$ cat config.mk
export PLATFORM = sky130hd
export DESIGN_NAME = fws_status
export DESIGN_NICKNAME = d
export VERILOG_FILES = /design/src/verilog/fws_toggle_pair.v /design/src/verilog/fws_status.v
export VERILOG_INCLUDE_DIRS = /design/src /design/src/include
export SDC_FILE = /design/constraint.sdc
export NUM_CORES = 1
export LEC_CHECK = 0
export ABC_CLOCK_PERIOD_IN_PS = 2600
export BUFFER_PORTS_ARGS = -buffer_cell sky130_fd_sc_hd__buf_4
export CORE_MARGIN = 5
export CORE_UTILIZATION = 50
export DETAILED_ROUTE_END_ITERATION = 6
export PLACE_DENSITY_LB_ADDON = 0.15
export SLEW_MARGIN = 20
export SYNTH_ARGS = -nofsm -noshare
export SYNTH_HDL_FRONTEND = slang
export SYNTH_SLANG_ARGS = --single-unit
$ cat constraint.sdc
create_clock -name ref_clk -period 2.6 [get_ports ref_clk]
set_input_delay 0 -clock ref_clk [delete_from_list [all_inputs] [get_ports ref_clk]]
set_output_delay 0 -clock ref_clk [all_outputs]
set_load 0.01 [all_outputs]
$ cat src/include/fws_consts.vh
// Constants for the flash write status-word logic
// Notes on behaviour
// - Pulse limit exceeded sets timing-limit flag
// - Programming a 0 to 1 halts, flags later
// - Program clears bits only; erase sets them
// - Reset command clears failure, back to read (to erase suspend from erase-suspend program)
// - Erase-window flag 0 in time-out, then 1
// - Each added sector restarts full time-out
// - Chip erase skips the acceptance window
// - Erase running: ignore all but suspend, and reset once the limit flag is set
// - Window open: add sectors to pending set
// - Buffer abort drives buffer-abort flag high
// - Abort-reset command returns to array read
// - Polling and second toggle need valid address
// - Program-suspended sector reads not guaranteed
// - Buffer polling is ~bit7 of last load
// - First toggle inverts per status read busy
// - Second toggle inverts in selected sectors
`ifndef FWS_CONSTS_VH
`define FWS_CONSTS_VH
`define FWS_SECTORS 131
`define FWS_SEC_W 8
`define FWS_CMD_W 4
`define FWS_CMD_NONE 4'h0
`define FWS_CMD_PROG 4'h1
`define FWS_CMD_BUF_PROG 4'h2
`define FWS_CMD_SEC_ERASE 4'h3
`define FWS_CMD_CHIP_ERASE 4'h4
`define FWS_CMD_ERS_SUSP 4'h5
`define FWS_CMD_ERS_RESUME 4'h6
`define FWS_CMD_PRG_SUSP 4'h7
`define FWS_CMD_PRG_RESUME 4'h8
`define FWS_CMD_RESET 4'h9
`define FWS_CMD_ABORT_RESET 4'ha
`define FWS_CMD_BUF_ABORT 4'hb
`define FWS_ERASE_TMO_US 50
`define FWS_CLK_MHZ 100
`define FWS_ERASE_TMO_CYC (`FWS_ERASE_TMO_US * `FWS_CLK_MHZ)
`define FWS_PULSE_LIMIT 1000
`define FWS_CNT_W 16
`endif

$ cat src/verilog/fws_toggle_pair.v
// Toggle-bit pair; each bit advances on a status read while its enable is set
`timescale 1ns/1ps
`default_nettype none
module fws_toggle_pair (
  // Clock and reset
  input wire ref_clk,
  input wire rst_n,
  // Control
  input wire stat_rd,
  input wire first_en,
  input wire second_en,
  // Bits
  output reg first_toggle_bit,
  output reg second_toggle_bit
);
  always @(posedge ref_clk or negedge rst_n) begin
    if (!rst_n) begin
      first_toggle_bit <= 1'b0;
      second_toggle_bit <= 1'b0;
    end else if (stat_rd) begin
      if (first_en)
        first_toggle_bit <= ~first_toggle_bit;
      if (second_en)
        second_toggle_bit <= ~second_toggle_bit;
    end
  end
endmodule
`default_nettype wire

$ cat src/verilog/fws_status.v
// Status-word sequencer for embedded program and erase
`timescale 1ns/1ps
`default_nettype none
`include "fws_consts.vh"
module fws_status #(
  parameter ERASE_TMO_CYC = `FWS_ERASE_TMO_CYC,
  parameter PULSE_LIMIT = `FWS_PULSE_LIMIT
) (
  // Clock and reset
  input wire ref_clk,
  input wire rst_n,
  // Command strobe
  input wire cmd_valid,
  input wire [3:0] cmd_code,
  input wire [7:0] cmd_sector,
  input wire [15:0] cmd_data,
  // Array content at the program location
  input wire [15:0] array_word,
  // Embedded algorithm progress
  input wire op_pulse,
  input wire op_done,
  // Status read
  input wire stat_rd,
  input wire [7:0] rd_sector,
  input wire rd_addr_last,
  input wire [15:0] rd_array,
  // Status outputs
  output reg [15:0] rd_data,
  output wire busy,
  output wire erase_running,
  output wire [2:0] state
);
  localparam S_READ = 3'd0;
  localparam S_PROG = 3'd1;
  localparam S_EWIN = 3'd2;
  localparam S_ERASE = 3'd3;
  localparam S_ESUSP = 3'd4;
  localparam S_ESPROG = 3'd5;
  localparam S_PSUSP = 3'd6;
  localparam S_BUF = 3'd7;

  reg [2:0] st_q, st_d;
  reg [`FWS_SECTORS-1:0] sel_q;
  reg [`FWS_SEC_W-1:0] prog_sec_q;
  reg [`FWS_CNT_W-1:0] tmo_q;
  reg [`FWS_CNT_W-1:0] pulse_q;
  reg limit_q;
  reg abort_q;
  reg halt_q;
  reg chip_q;
  reg poll7_q;
  wire [`FWS_SECTORS-1:0] cmd_hot;
  wire in_sel;
  wire t1_en;
  wire t2_en;
  wire tb1;
  wire tb2;

  function is_cmd;
    input [3:0] code;
    begin
      is_cmd = cmd_valid && (cmd_code == code);
    end
  endfunction

  assign cmd_hot = {{(`FWS_SECTORS-1){1'b0}}, 1'b1} << cmd_sector;
  assign in_sel = (rd_sector < `FWS_SECTORS) ? sel_q[rd_sector] : 1'b0;
  assign busy = (st_q != S_READ) && (st_q != S_ESUSP) && (st_q != S_PSUSP);
  assign erase_running = (st_q == S_ERASE);
  assign state = st_q;
  // First toggle keeps running after a fault; the limit flag tells a stall apart
  assign t1_en = (st_q == S_PROG) || (st_q == S_EWIN) || (st_q == S_ERASE) ||
                 (st_q == S_ESPROG) || (st_q == S_BUF);
  assign t2_en = ((st_q == S_ERASE) || (st_q == S_EWIN) || (st_q == S_ESUSP)) && in_sel;

  fws_toggle_pair u_tog (
    .ref_clk(ref_clk),
    .rst_n(rst_n),
    .stat_rd(stat_rd),
    .first_en(t1_en),
    .second_en(t2_en),
    .first_toggle_bit(tb1),
    .second_toggle_bit(tb2)
  );

  always @* begin
    st_d = st_q;
    case (st_q)
      S_READ: begin
        if (is_cmd(`FWS_CMD_PROG))
          st_d = S_PROG;
        else if (is_cmd(`FWS_CMD_BUF_PROG))
          st_d = S_BUF;
        else if (is_cmd(`FWS_CMD_SEC_ERASE))
          st_d = S_EWIN;
        else if (is_cmd(`FWS_CMD_CHIP_ERASE))
          st_d = S_ERASE;
      end
      S_EWIN: begin
        if (tmo_q == {`FWS_CNT_W{1'b0}} && !is_cmd(`FWS_CMD_SEC_ERASE))
          st_d = S_ERASE;
      end
      S_ERASE: begin
        if (is_cmd(`FWS_CMD_ERS_SUSP))
          st_d = S_ESUSP;
        else if (op_done && !limit_q)
          st_d = S_READ;
        else if (limit_q && is_cmd(`FWS_CMD_RESET))
          st_d = S_READ;
      end
      S_ESUSP: begin
        if (is_cmd(`FWS_CMD_ERS_RESUME))
          st_d = S_ERASE;
        else if (is_cmd(`FWS_CMD_PROG))
          st_d = S_ESPROG;
      end
      S_ESPROG: begin
        if (limit_q && is_cmd(`FWS_CMD_RESET))
          st_d = S_ESUSP;
        else if (op_done && !limit_q && !halt_q)
          st_d = S_ESUSP;
      end
      S_PROG: begin
        if (limit_q && is_cmd(`FWS_CMD_RESET))
          st_d = S_READ;
        else if (is_cmd(`FWS_CMD_PRG_SUSP) && !limit_q)
          st_d = S_PSUSP;
        else if (op_done && !limit_q && !halt_q)
          st_d = S_READ;
      end
      S_PSUSP: begin
        if (is_cmd(`FWS_CMD_PRG_RESUME))
          st_d = S_PROG;
      end
      S_BUF: begin
        if (abort_q && is_cmd(`FWS_CMD_ABORT_RESET))
          st_d = S_READ;
        else if (limit_q && is_cmd(`FWS_CMD_RESET))
          st_d = S_READ;
        else if (op_done && !limit_q && !abort_q && !halt_q)
          st_d = S_READ;
      end
      default: st_d = S_READ;
    endcase
  end

  always @(posedge ref_clk or negedge rst_n) begin
    if (!rst_n) begin
      st_q <= S_READ;
      sel_q <= {`FWS_SECTORS{1'b0}};
      prog_sec_q <= 8'h00;
      tmo_q <= {`FWS_CNT_W{1'b0}};
      pulse_q <= {`FWS_CNT_W{1'b0}};
      limit_q <= 1'b0;
      abort_q <= 1'b0;
      halt_q <= 1'b0;
      chip_q <= 1'b0;
      poll7_q <= 1'b0;
    end else begin
      st_q <= st_d;
      if (st_d == S_READ) begin
        limit_q <= 1'b0;
        abort_q <= 1'b0;
        halt_q <= 1'b0;
        pulse_q <= {`FWS_CNT_W{1'b0}};
      end
      if (st_d == S_READ && st_q != S_READ)
        sel_q <= {`FWS_SECTORS{1'b0}};
      if (st_q == S_ESPROG && st_d == S_ESUSP) begin
        limit_q <= 1'b0;
        halt_q <= 1'b0;
        pulse_q <= {`FWS_CNT_W{1'b0}};
      end
      // Program and erase entry
      if (st_q == S_READ || st_q == S_ESUSP) begin
        if (is_cmd(`FWS_CMD_PROG) || (st_q == S_READ && is_cmd(`FWS_CMD_BUF_PROG))) begin
          prog_sec_q <= cmd_sector;
          poll7_q <= ~cmd_data[7];
          // Asking for a 1 where the array holds 0 can never succeed
          halt_q <= |(cmd_data & ~array_word);
          pulse_q <= {`FWS_CNT_W{1'b0}};
        end
      end
      if (st_q == S_BUF && is_cmd(`FWS_CMD_PROG) && !abort_q) begin
        poll7_q <= ~cmd_data[7];
        halt_q <= halt_q | (|(cmd_data & ~array_word));
      end
      if (st_q == S_BUF && is_cmd(`FWS_CMD_BUF_ABORT))
        abort_q <= 1'b1;
      if (st_q == S_READ && is_cmd(`FWS_CMD_CHIP_ERASE)) begin
        sel_q <= {`FWS_SECTORS{1'b1}};
        chip_q <= 1'b1;
      end
      if ((st_q == S_READ || st_q == S_EWIN) && is_cmd(`FWS_CMD_SEC_ERASE)) begin
        sel_q <= sel_q | cmd_hot;
        chip_q <= 1'b0;
        tmo_q <= ERASE_TMO_CYC[`FWS_CNT_W-1:0];
      end else if (st_q == S_EWIN && tmo_q != {`FWS_CNT_W{1'b0}})
        tmo_q <= tmo_q - 1'b1;
      // Pulse counting while an algorithm runs
      if ((st_q == S_PROG || st_q == S_ERASE || st_q == S_ESPROG || st_q == S_BUF) &&
          op_pulse && !limit_q && !abort_q) begin
        if (pulse_q >= PULSE_LIMIT[`FWS_CNT_W-1:0] - 1'b1)
          limit_q <= 1'b1;
        else
          pulse_q <= pulse_q + 1'b1;
      end
    end
  end

  always @(posedge ref_clk or negedge rst_n) begin
    if (!rst_n) begin
      rd_data <= 16'h0000;
    end else if (stat_rd) begin
      rd_data <= rd_array;
      case (st_q)
        S_PROG, S_ESPROG, S_BUF: begin
          // Polling is only meaningful at the location being written
          rd_data[7:0] <= {(rd_sector == prog_sec_q) ? poll7_q : 1'b0, tb1, limit_q, 1'b0, 1'b0, 1'b0,
                           (st_q == S_BUF) ? abort_q : 1'b0, 1'b0};
        end
        S_EWIN, S_ERASE: begin
          rd_data[7:0] <= {1'b0, tb1, limit_q, 1'b0, (st_q == S_ERASE), tb2, 1'b0, 1'b0};
        end
        S_ESUSP: begin
          if (in_sel)
            rd_data[7:0] <= {1'b1, tb1, 1'b0, 1'b0, 1'b0, tb2, 1'b0, 1'b0};
        end
        S_PSUSP: begin
          // Data here may be mid-program and is not guaranteed
          if (rd_sector == prog_sec_q && rd_addr_last)
            rd_data <= 16'hffff;
        end
        default: rd_data <= rd_array;
      endcase
    end
  end
endmodule
`default_nettype wire

# After elaboration in Yosys (flattened, before gate mapping)
# Index checks and enable logic that the tools add are counted.
# W data, S select, Z words.
# classes
magnitude_cmp	3
eq_ne	22
bitwise_logic	7
reduce_logical	68
n_mux	54
n_addsub	2
n_shift	1
# ops
cell	count
$mux W131	3
$mux W16	9
$or A131 B131 Y131	1
$shl A1 B8 Y131 const A	1
$mux W3	19
$logic_and A1 B1 Y1	35
$pmux W8 S4	1
$pmux W3 S8	1
$mux W1	18
$add A16 B1 Y16 const B	1
$and A16 B16 Y16	1
$eq A4 B3 Y1 const B	4
$eq A4 B4 Y1 const B	4
$ge A16 B10 Y1 const B	1
$logic_not A16 Y1	1
$mux W8	2
$not A16 Y16	1
$reduce_bool A16 Y1	1
$reduce_or A16 Y1	1
$sub A16 B1 Y16 const B	1
$eq A3 B3 Y1 const B	5
$logic_or A1 B1 Y1	12
$lt A8 B9 Y1 const B	1
$bmux W1 S8	1
16 further kinds	32
# word_totals
reg_bits	196
input_bits	75
output_inout_bits	21

# Longest topological paths before layout
# Gate-level depths: netlist of run 1.
# depth
ltp_word	15
depth_mapped	10
depth_no_buf	8

# Cells and area by module
# From an unflattened synthesis of run 1, not the netlist that was laid out.
# hier_totals
hier_cells	1026
area_unflattened_um2	10332.4
# by_module_without_submodules
mod	cells_each	n_inst	area_per_inst_um2
fws_status	1020	1	10257.3
fws_toggle_pair	6	1	75.1

# Worst setup path after synthesis of run 1
# OpenSTA, ideal clock, no wires.
# synth_timing
kind	register to register
startpoint	register tmo_q[5]
endpoint	register sel_q[51]
stages_incl_launch_ff	10
slack_ps	228
n_path_buf	2
period_less_slack_ps	2372
arrival_time_ps	2300
setup_time_ps	73
cell_sequence	dfrtp_1 > or4_4 > nor4b_4 > nand4_1 > a21o_1 > a22oi_4 > nor4_2 > buf_2 > buf_2 > nor2_1
# synth_via
elab_chain_cells	7
# synth_lines
element	line_no	rtl
from (decl)	fws_status.v:45	reg [`FWS_CNT_W-1:0] tmo_q;
from (signal assigned)	fws_status.v:152	tmo_q <= {`FWS_CNT_W{1'b0}};
from (signal assigned)	fws_status.v:197	tmo_q <= ERASE_TMO_CYC[`FWS_CNT_W-1:0];
from (signal assigned)	fws_status.v:199	tmo_q <= tmo_q - 1'b1;
$logic_not A16 Y1	fws_status.v:100	if (tmo_q == {`FWS_CNT_W{1'b0}} && !is_cmd(`FWS_CMD_SEC_ERASE))
$logic_and A1 B1 Y1	fws_status.v:100	
$mux W3	fws_status.v:100	
$pmux W3 S8	fws_status.v:88	case (st_q)
named net st_d[0]	fws_status.v:42	reg [2:0] st_q, st_d;
$logic_not A3 Y1	fws_status.v:167	if (st_d == S_READ && st_q != S_READ)
$logic_and A1 B1 Y1	fws_status.v:167	
$reduce_bool A3 Y1 (no source line)	n/a	
to (signal assigned)	fws_status.v:168	sel_q <= {`FWS_SECTORS{1'b0}};
to (signal assigned)	fws_status.v:191	sel_q <= {`FWS_SECTORS{1'b1}};
to (signal assigned)	fws_status.v:195	sel_q <= sel_q | cmd_hot;
to (decl)	fws_status.v:43	reg [`FWS_SECTORS-1:0] sel_q;
# The timed path passes the listed nets, and every way through them passes these cells.
# A chain may end at the register's enable or synchronous reset.

# Worst setup path in the final report of run 1
# layout_timing
startpoint	register tmo_q[5]
endpoint	register sel_q[47]
# The elaborated chain is that of the path after synthesis.

==> results.txt, run 1 <==
number of flops mapped to enable cells by yosys -> 0
Leak Pwr -> 5.64 nW
CTS tree -> done
Hold Violations, Final -> 0
H-tree Lvls -> 4
total vias in the final route -> 8785
Die Area -> 23600 um2
part of the power in registers -> 40.8%
1st-iter DRT viols -> 647
Synth area leaders -> dfrtp_1 47%, nor2_1 9.1%, mux4_2 7.2%
GPL Wtd Cong -> 0.882
Wirelength per Cell -> 19.2 um
vias per std cell -> 5.94
Net Sw Frac -> 35.4%
P_int -> 6.80 mW
Synth-to-Final Area Change -> 22.4%
fin nets -> 1274
Final Routed Wirelength -> 28.4 mm
initial antenna violation count -> 0
Ys Warns -> 0
Final ANT Viol Nets -> 0
TritonRoute pass-1 iters -> 6
Placement Rows -> 52
Syn Nets -> 1139
clk sinks -> 196
Worst slew margin -> 51.6%
Total GRT Usage -> 24.3%
Reg clk slew, reported paths -> 0.08 ns
CP endpoint kind -> register
pin count of the biggest net entering global routing -> 86
filler instances -> 1701
min Tclk post-route -> 2.54 ns
cell taking the most area after synthesis -> dfrtp_1
fin cells -> 1479
final slew viol count -> 0
later-pin clock latency in the skew report -> 0.44 ns
worst slack, placed -> 0.0850 ns
P_sw -> 3.72 mW
GR Layer Usage met3 -> 4.92%
slew of the pin with the lowest slew margin -> 0.726 ns
Worst EP required -> 2.97 ns
Main synth FF type -> dfrtp_1
hold slack -> 0.0336 ns
Placed Area -> 11600 um2
Worst Hold Class -> in -> reg
first-pass GRT wire length -> 46.7 mm
die width -> 154 um
Setup crit start kind -> register
CTS Buf Count -> 17
Initial Utilization -> 50.9%
busiest layer in global routing -> met2
grt ovf -> 0
vias in the first global route -> 8753
most frequent cells in the layout -> 229 x nor2_1, 196 x dfrtp_1, 134 x buf_4, 83 x a211oi_1, 57 x nor3_1
Final Cycle Share -> 97.6%
post-synthesis average cell area -> 9.73 um2
Synth top area share -> 47.5%
CP Class -> reg -> reg
Mapped Cells -> 1061
CTS root buffer -> clkbuf_16
final setup fails -> 0
antenna fix cells -> 0
Max Root-Sink Buffers -> 2
logic gate share of total power -> 34.8%
share of layout cells above drive strength 1 -> 22.1%
largest fanout on the critical path -> 39
GR Layer Usage met2 -> 39.0%
Worst Skew -> 0.0114 ns
dpl hpwl -> 19.2 mm
clock power share -> 24.4%
final instance area -> 12600 um2
Final Power -> 10.5 mW
FMAX -> 0.394 GHz
Core Region -> 20300 um2
placed cells -> 1401
Synth cell types -> 73
drt drc -> 0
unrepaired setup endpoints after global routing -> true
PwrDens -> 832 nW/um2
sequential-to-total area share from yosys stat -> 47.5%
Worst Path Arrival -> 2.91 ns
commonest non-fill, non-tap cell in the layout -> nor2_1
Top-Level Pins -> 96
Post-synth ARST share -> 100%
run status -> finished, final reports clean
I/O Buffers -> 95
met1 usage -> 34.4%
post-route worst setup slack -> 0.0636 ns
maxcap violations -> 0
#FFs+latches synth -> 196
DIE HEIGHT -> 154 um
Post-Syn Area -> 10300 um2
VDD IR max -> 0.000577 V
## per-stage QoR
step | util [%] | setup TNS (ns)
global route | 62.3 | -1.10
detailed placement | 57.0 | 0
finish | 62.3 | 0
global placement | 57.0 | 0
CTS | 61.7 | 0
floorplan | - | 0
## path summary, 6_finish.rpt
check / startpoint / endpoint / slack [ns] / cells after the start
worst min register to register: sel_q[34] / sel_q[34] / 0.50 / 2
worst max-delay path: tmo_q[5] / sel_q[47] / 0.06 / 9
worst min-delay path: cmd_code[3] / halt_q / 0.03 / 4
min in group asynchronous: rst_n / pulse_q[2] / 0.15 / 2
worst max register to register: tmo_q[5] / sel_q[47] / 0.06 / 9
max in group asynchronous: rst_n / sel_q[76] / 1.72 / 3
## area by class of cell
class / instances / area [um2] / share of cell area, %
Sequential cell: 196 / 4900 / 38.8
Inverter: 39 / 146 / 1.16
Multi-Input combinational cell: 754 / 5010 / 39.6
Clock inverter: 13 / 111 / 0.881
Tap cell: 270 / 338 / 2.67
Timing Repair Buffer: 188 / 1680 / 13.3
Clock buffer: 19 / 453 / 3.58
## power groups by stage
stage          Clock (mW)  Sequential, mW  Combinational [mW]
2_1_floorplan           0            4.23                2.18
3_3_place_gp            0            4.31                3.35
3_5_place_dp            0            4.33                3.40
4_1_cts              2.61            4.28                3.48
5_1_grt              2.73            4.39                4.02
6_report             2.56            4.30                3.66
## what timing repair did
action | CTS | global route
endpoints found under the setup margin | 0 | 77
buffers inserted | 0 | 7
hold buffers | 39 | 0
endpoints found under the hold margin | 111 | 0
resized for setup | 0 | 26
## kinds of logic (layout without fill, tap and decap cells)
group	after synthesis	after routing	share of synthesized area, %
buffers and inverters	111	259	4.77
AOI/OAI and AO/OA	202	202	14.3
muxes	58	58	9.75
xor gates and xnor gates	22	22	1.87
and+or+nand+nor	469	469	21.5
adders and majority gates	3	3	0.363
DFF	196	196	47.5
## cells in the mapped netlist, types with 9 or more instances
library cell and instances:
or3_1 9, a21oi_1 21, nand2b_1 15, clkbuf_1 36
nor2b_1 15, mux2_2 11, o31ai_1 9, o22ai_1 9
a211oi_1 83, inv_1 37, a311oi_1 12, dfrtp_1 196
o21ai_0 23, nor3_1 57, buf_2 25, nand3_1 15
mux4_2 33, mux2i_1 14, xnor2_1 19, nand2_1 46
nor2_1 250
## registers in the layout, summed over array words and instances (netlist names)
register,cells
abort_q,1
halt_q,1
limit_q,1
poll7_q,1
prog_sec_q,8
pulse_q,16
rd_data,16
sel_q,131
state,3
tmo_q,16
u_tog.first_toggle_bit,1
u_tog.second_toggle_bit,1
## worst max-delay path: stages (launching register included)
cell	delay [ns]
dfrtp_1	0.39
or4_4	0.57
nor4b_4	0.35
nand4_1	0.13
a21o_1	0.20
a22oi_4	0.26
nor4_4	0.08
buf_12	0.16
buf_12	0.17
nor2_1	0.13
## layer usage
metal	vias up	part of all wire (%)
li1	4056	-
met1	4333	43
met2	359	49
met3	37	6.7
met4	0	1.3
met5	-	0
No activity file was read; power rests on OpenSTA's default activity.
==> inputs of run 2 (changes only) <==
--- a/config.mk
+++ b/config.mk
@@ -11,6 +11,7 @@
 export CORE_MARGIN = 5
 export CORE_UTILIZATION = 50
 export DETAILED_ROUTE_END_ITERATION = 6
+export MAX_ROUTING_LAYER = met4
 export PLACE_DENSITY_LB_ADDON = 0.15
 export SLEW_MARGIN = 20
 export SYNTH_ARGS = -nofsm -noshare
==> run 2 against run 1 <==
  * Sequential share of layout area hardly changed
  * Worst hold slack better by 0.0090 ns
  * Combinational power hardly changed
  * Count of clock-buffer cells in the layout stayed put
  * Largest cell class unchanged
  * Cell count stayed put
  * Critical path type unchanged
  * Worst setup slack better by 0.017 ns
==> results.txt, run 2 (synthesis results as in run 1) <==
run status -> finished, final reports clean (unchanged)
Wirelength per Cell -> 19.2 um (about the same)
I/O Buffers -> 95 (unchanged)
hold slack -> 0.0426 ns (was 0.0336 ns)
Leak Pwr -> 5.64 nW (about the same)
first-pass GRT wire length -> 46.7 mm (about the same)
PwrDens -> 833 nW/um2 (was 832 nW/um2)
CTS Buf Count -> 17 (unchanged)
Final Routed Wirelength -> 28.4 mm (about the same)
Fin Setup TNS -> 0 ns (unchanged)
unrepaired setup endpoints after global routing -> true (unchanged)
Worst Skew -> 0.0120 ns (was 0.0114 ns)
commonest non-fill, non-tap cell in the layout -> nor2_1 (unchanged)
initial antenna violation count -> 0 (unchanged)
Die Area -> 23600 um2 (unchanged)
Synth-to-Final Area Change -> 22.4% (about the same)
dpl hpwl -> 19.2 mm (unchanged)
Worst slew margin -> 51.7% (was 51.6%)
worst hold stages -> 4 (unchanged)
slew of the pin with the lowest slew margin -> 0.725 ns (was 0.726 ns)
TritonRoute pass-1 iters -> 6 (unchanged)
CTS tree -> done (unchanged)
multi-input logic area -> 5010 um2 (about the same)
Final ANT Viol Nets -> 0 (unchanged)
Initial Utilization -> 50.9% (unchanged)
Total GRT Usage -> 25.1% (was 24.3%)
CP endpoint kind -> register (unchanged)
die width -> 154 um (unchanged)
DIE HEIGHT -> 154 um (unchanged)
Placement Rows -> 52 (unchanged)
Worst Hold Class -> in -> reg (unchanged)
Reg area -> 4900 um2 (unchanged)
Worst EP required -> 2.97 ns (about the same)
antenna fix cells -> 0 (unchanged)
GPL Wtd Cong -> 0.896 (was 0.882)
min Tclk post-route -> 2.52 ns (was 2.54 ns)
grt ovf -> 0 (unchanged)
clk sinks -> 196 (unchanged)
FMAX -> 0.397 GHz (was 0.394 GHz)
maxcap violations -> 0 (unchanged)
Final Cycle Share -> 96.9% (was 97.6%)
Worst Path Arrival -> 2.89 ns (was 2.91 ns)
post-route worst setup slack -> 0.0811 ns (was 0.0636 ns)
CTS root buffer -> clkbuf_16 (unchanged)
Most flops, register -> sel_q (unchanged)
drt drc -> 0 (unchanged)
max reg flops -> 131 (unchanged)
final setup fails -> 0 (unchanged)
H-tree Lvls -> 4 (unchanged)
VDD IR max -> 0.000569 V (was 0.000577 V)
pin count of the biggest net entering global routing -> 86 (unchanged)
vias per std cell -> 5.95 (was 5.94)
final slew viol count -> 0 (unchanged)
most frequent cells in the layout -> 228 x nor2_1, 196 x dfrtp_1, 134 x buf_4, 83 x a211oi_1, 57 x nor3_1 (was 229 x nor2_1, 196 x dfrtp_1, 134 x buf_4, 83 x a211oi_1, 57 x nor3_1)
later-pin clock latency in the skew report -> 0.44 ns (about the same)
filler instances -> 1702 (was 1701)
Reg clk slew, reported paths -> 0.08 ns (about the same)
Setup crit start kind -> register (unchanged)
1st-iter DRT viols -> 687 (was 647)
worst slack, placed -> 0.0850 ns (unchanged)
Top-Level Pins -> 96 (unchanged)
Max Root-Sink Buffers -> 2 (unchanged)
CP Class -> reg -> reg (unchanged)
number of cells on the worst reg-to-reg path -> 9 (unchanged)
Core Region -> 20300 um2 (unchanged)
vias in the first global route -> 8741 (was 8753)
total vias in the final route -> 8800 (was 8785)
fin nets -> 1274 (unchanged)
share of layout cells above drive strength 1 -> 22.2% (was 22.1%)
Hold Violations, Final -> 0 (unchanged)
largest fanout on the critical path -> 39 (unchanged)
run 2: layout make-up:
cell class | instances | area share (%)
multi-input cells | 754 | 39.6
flip-flops and latches | 196 | 38.8
repair buffers | 188 | 13.3
clock buffers | 19 | 3.58
well taps | 270 | 2.67
inverters | 39 | 1.16
clock inverters | 13 | 0.880
run 2: stage by stage:
stage,total power [mW],std cells,util (%),area (um2)
after detailed placement,7.73,1401,57.0,11600
after CTS,10.4,1472,61.7,12500
after global placement,7.67,1401,57.0,11600
after global routing,11.1,1479,62.3,12600
final,10.5,1479,62.3,12600
after floorplan,6.41,1061,-,10300
run 2: power breakdown:
| group | switching (mW) | leakage (nW) | internal (mW) |
|---|---|---|---|
| registers | 0.499 | 2.60 | 3.80 |
| clock network | 1.26 | 0.272 | 1.31 |
| logic | 1.97 | 2.77 | 1.69 |
run 2: worst paths after layout:
kind,to,slack [ns],start
worst min register to register,sel_q[34],0.50,sel_q[34]
worst max-delay path,sel_q[47],0.08,tmo_q[6]
max in group asynchronous,sel_q[90],1.72,rst_n
worst max register to register,sel_q[47],0.08,tmo_q[6]
worst min-delay path,halt_q,0.04,cmd_code[3]
min in group asynchronous,pulse_q[2],0.15,rst_n
run 2: layer usage:
metal	part of all wire [%]	GRT usage (%)	wire (um)	vias to the layer above
li1	-	-	-	4056
met1	43	34.6	12300	4351
met2	48	38.8	13700	362
met3	7.1	4.92	2010	31
met4	1.2	5.89	344	0
met5	0	-	0	-
run 2: critical path, cell delays in order, from the launching register on:
cell	delay (ns)
dfrtp_1	0.42
or4_4	0.53
nor4b_4	0.34
nand4_1	0.13
a21o_1	0.20
a22oi_4	0.25
nor4_4	0.08
buf_12	0.17
buf_12	0.18
nor2_1	0.12
run 2: timing repair:
item	4_1_cts	5_1_grt
resized for setup	0	27
setup buffers	0	7
hold buffers	39	0
endpoints found under the setup margin	0	79
endpoints found under the hold margin	111	0
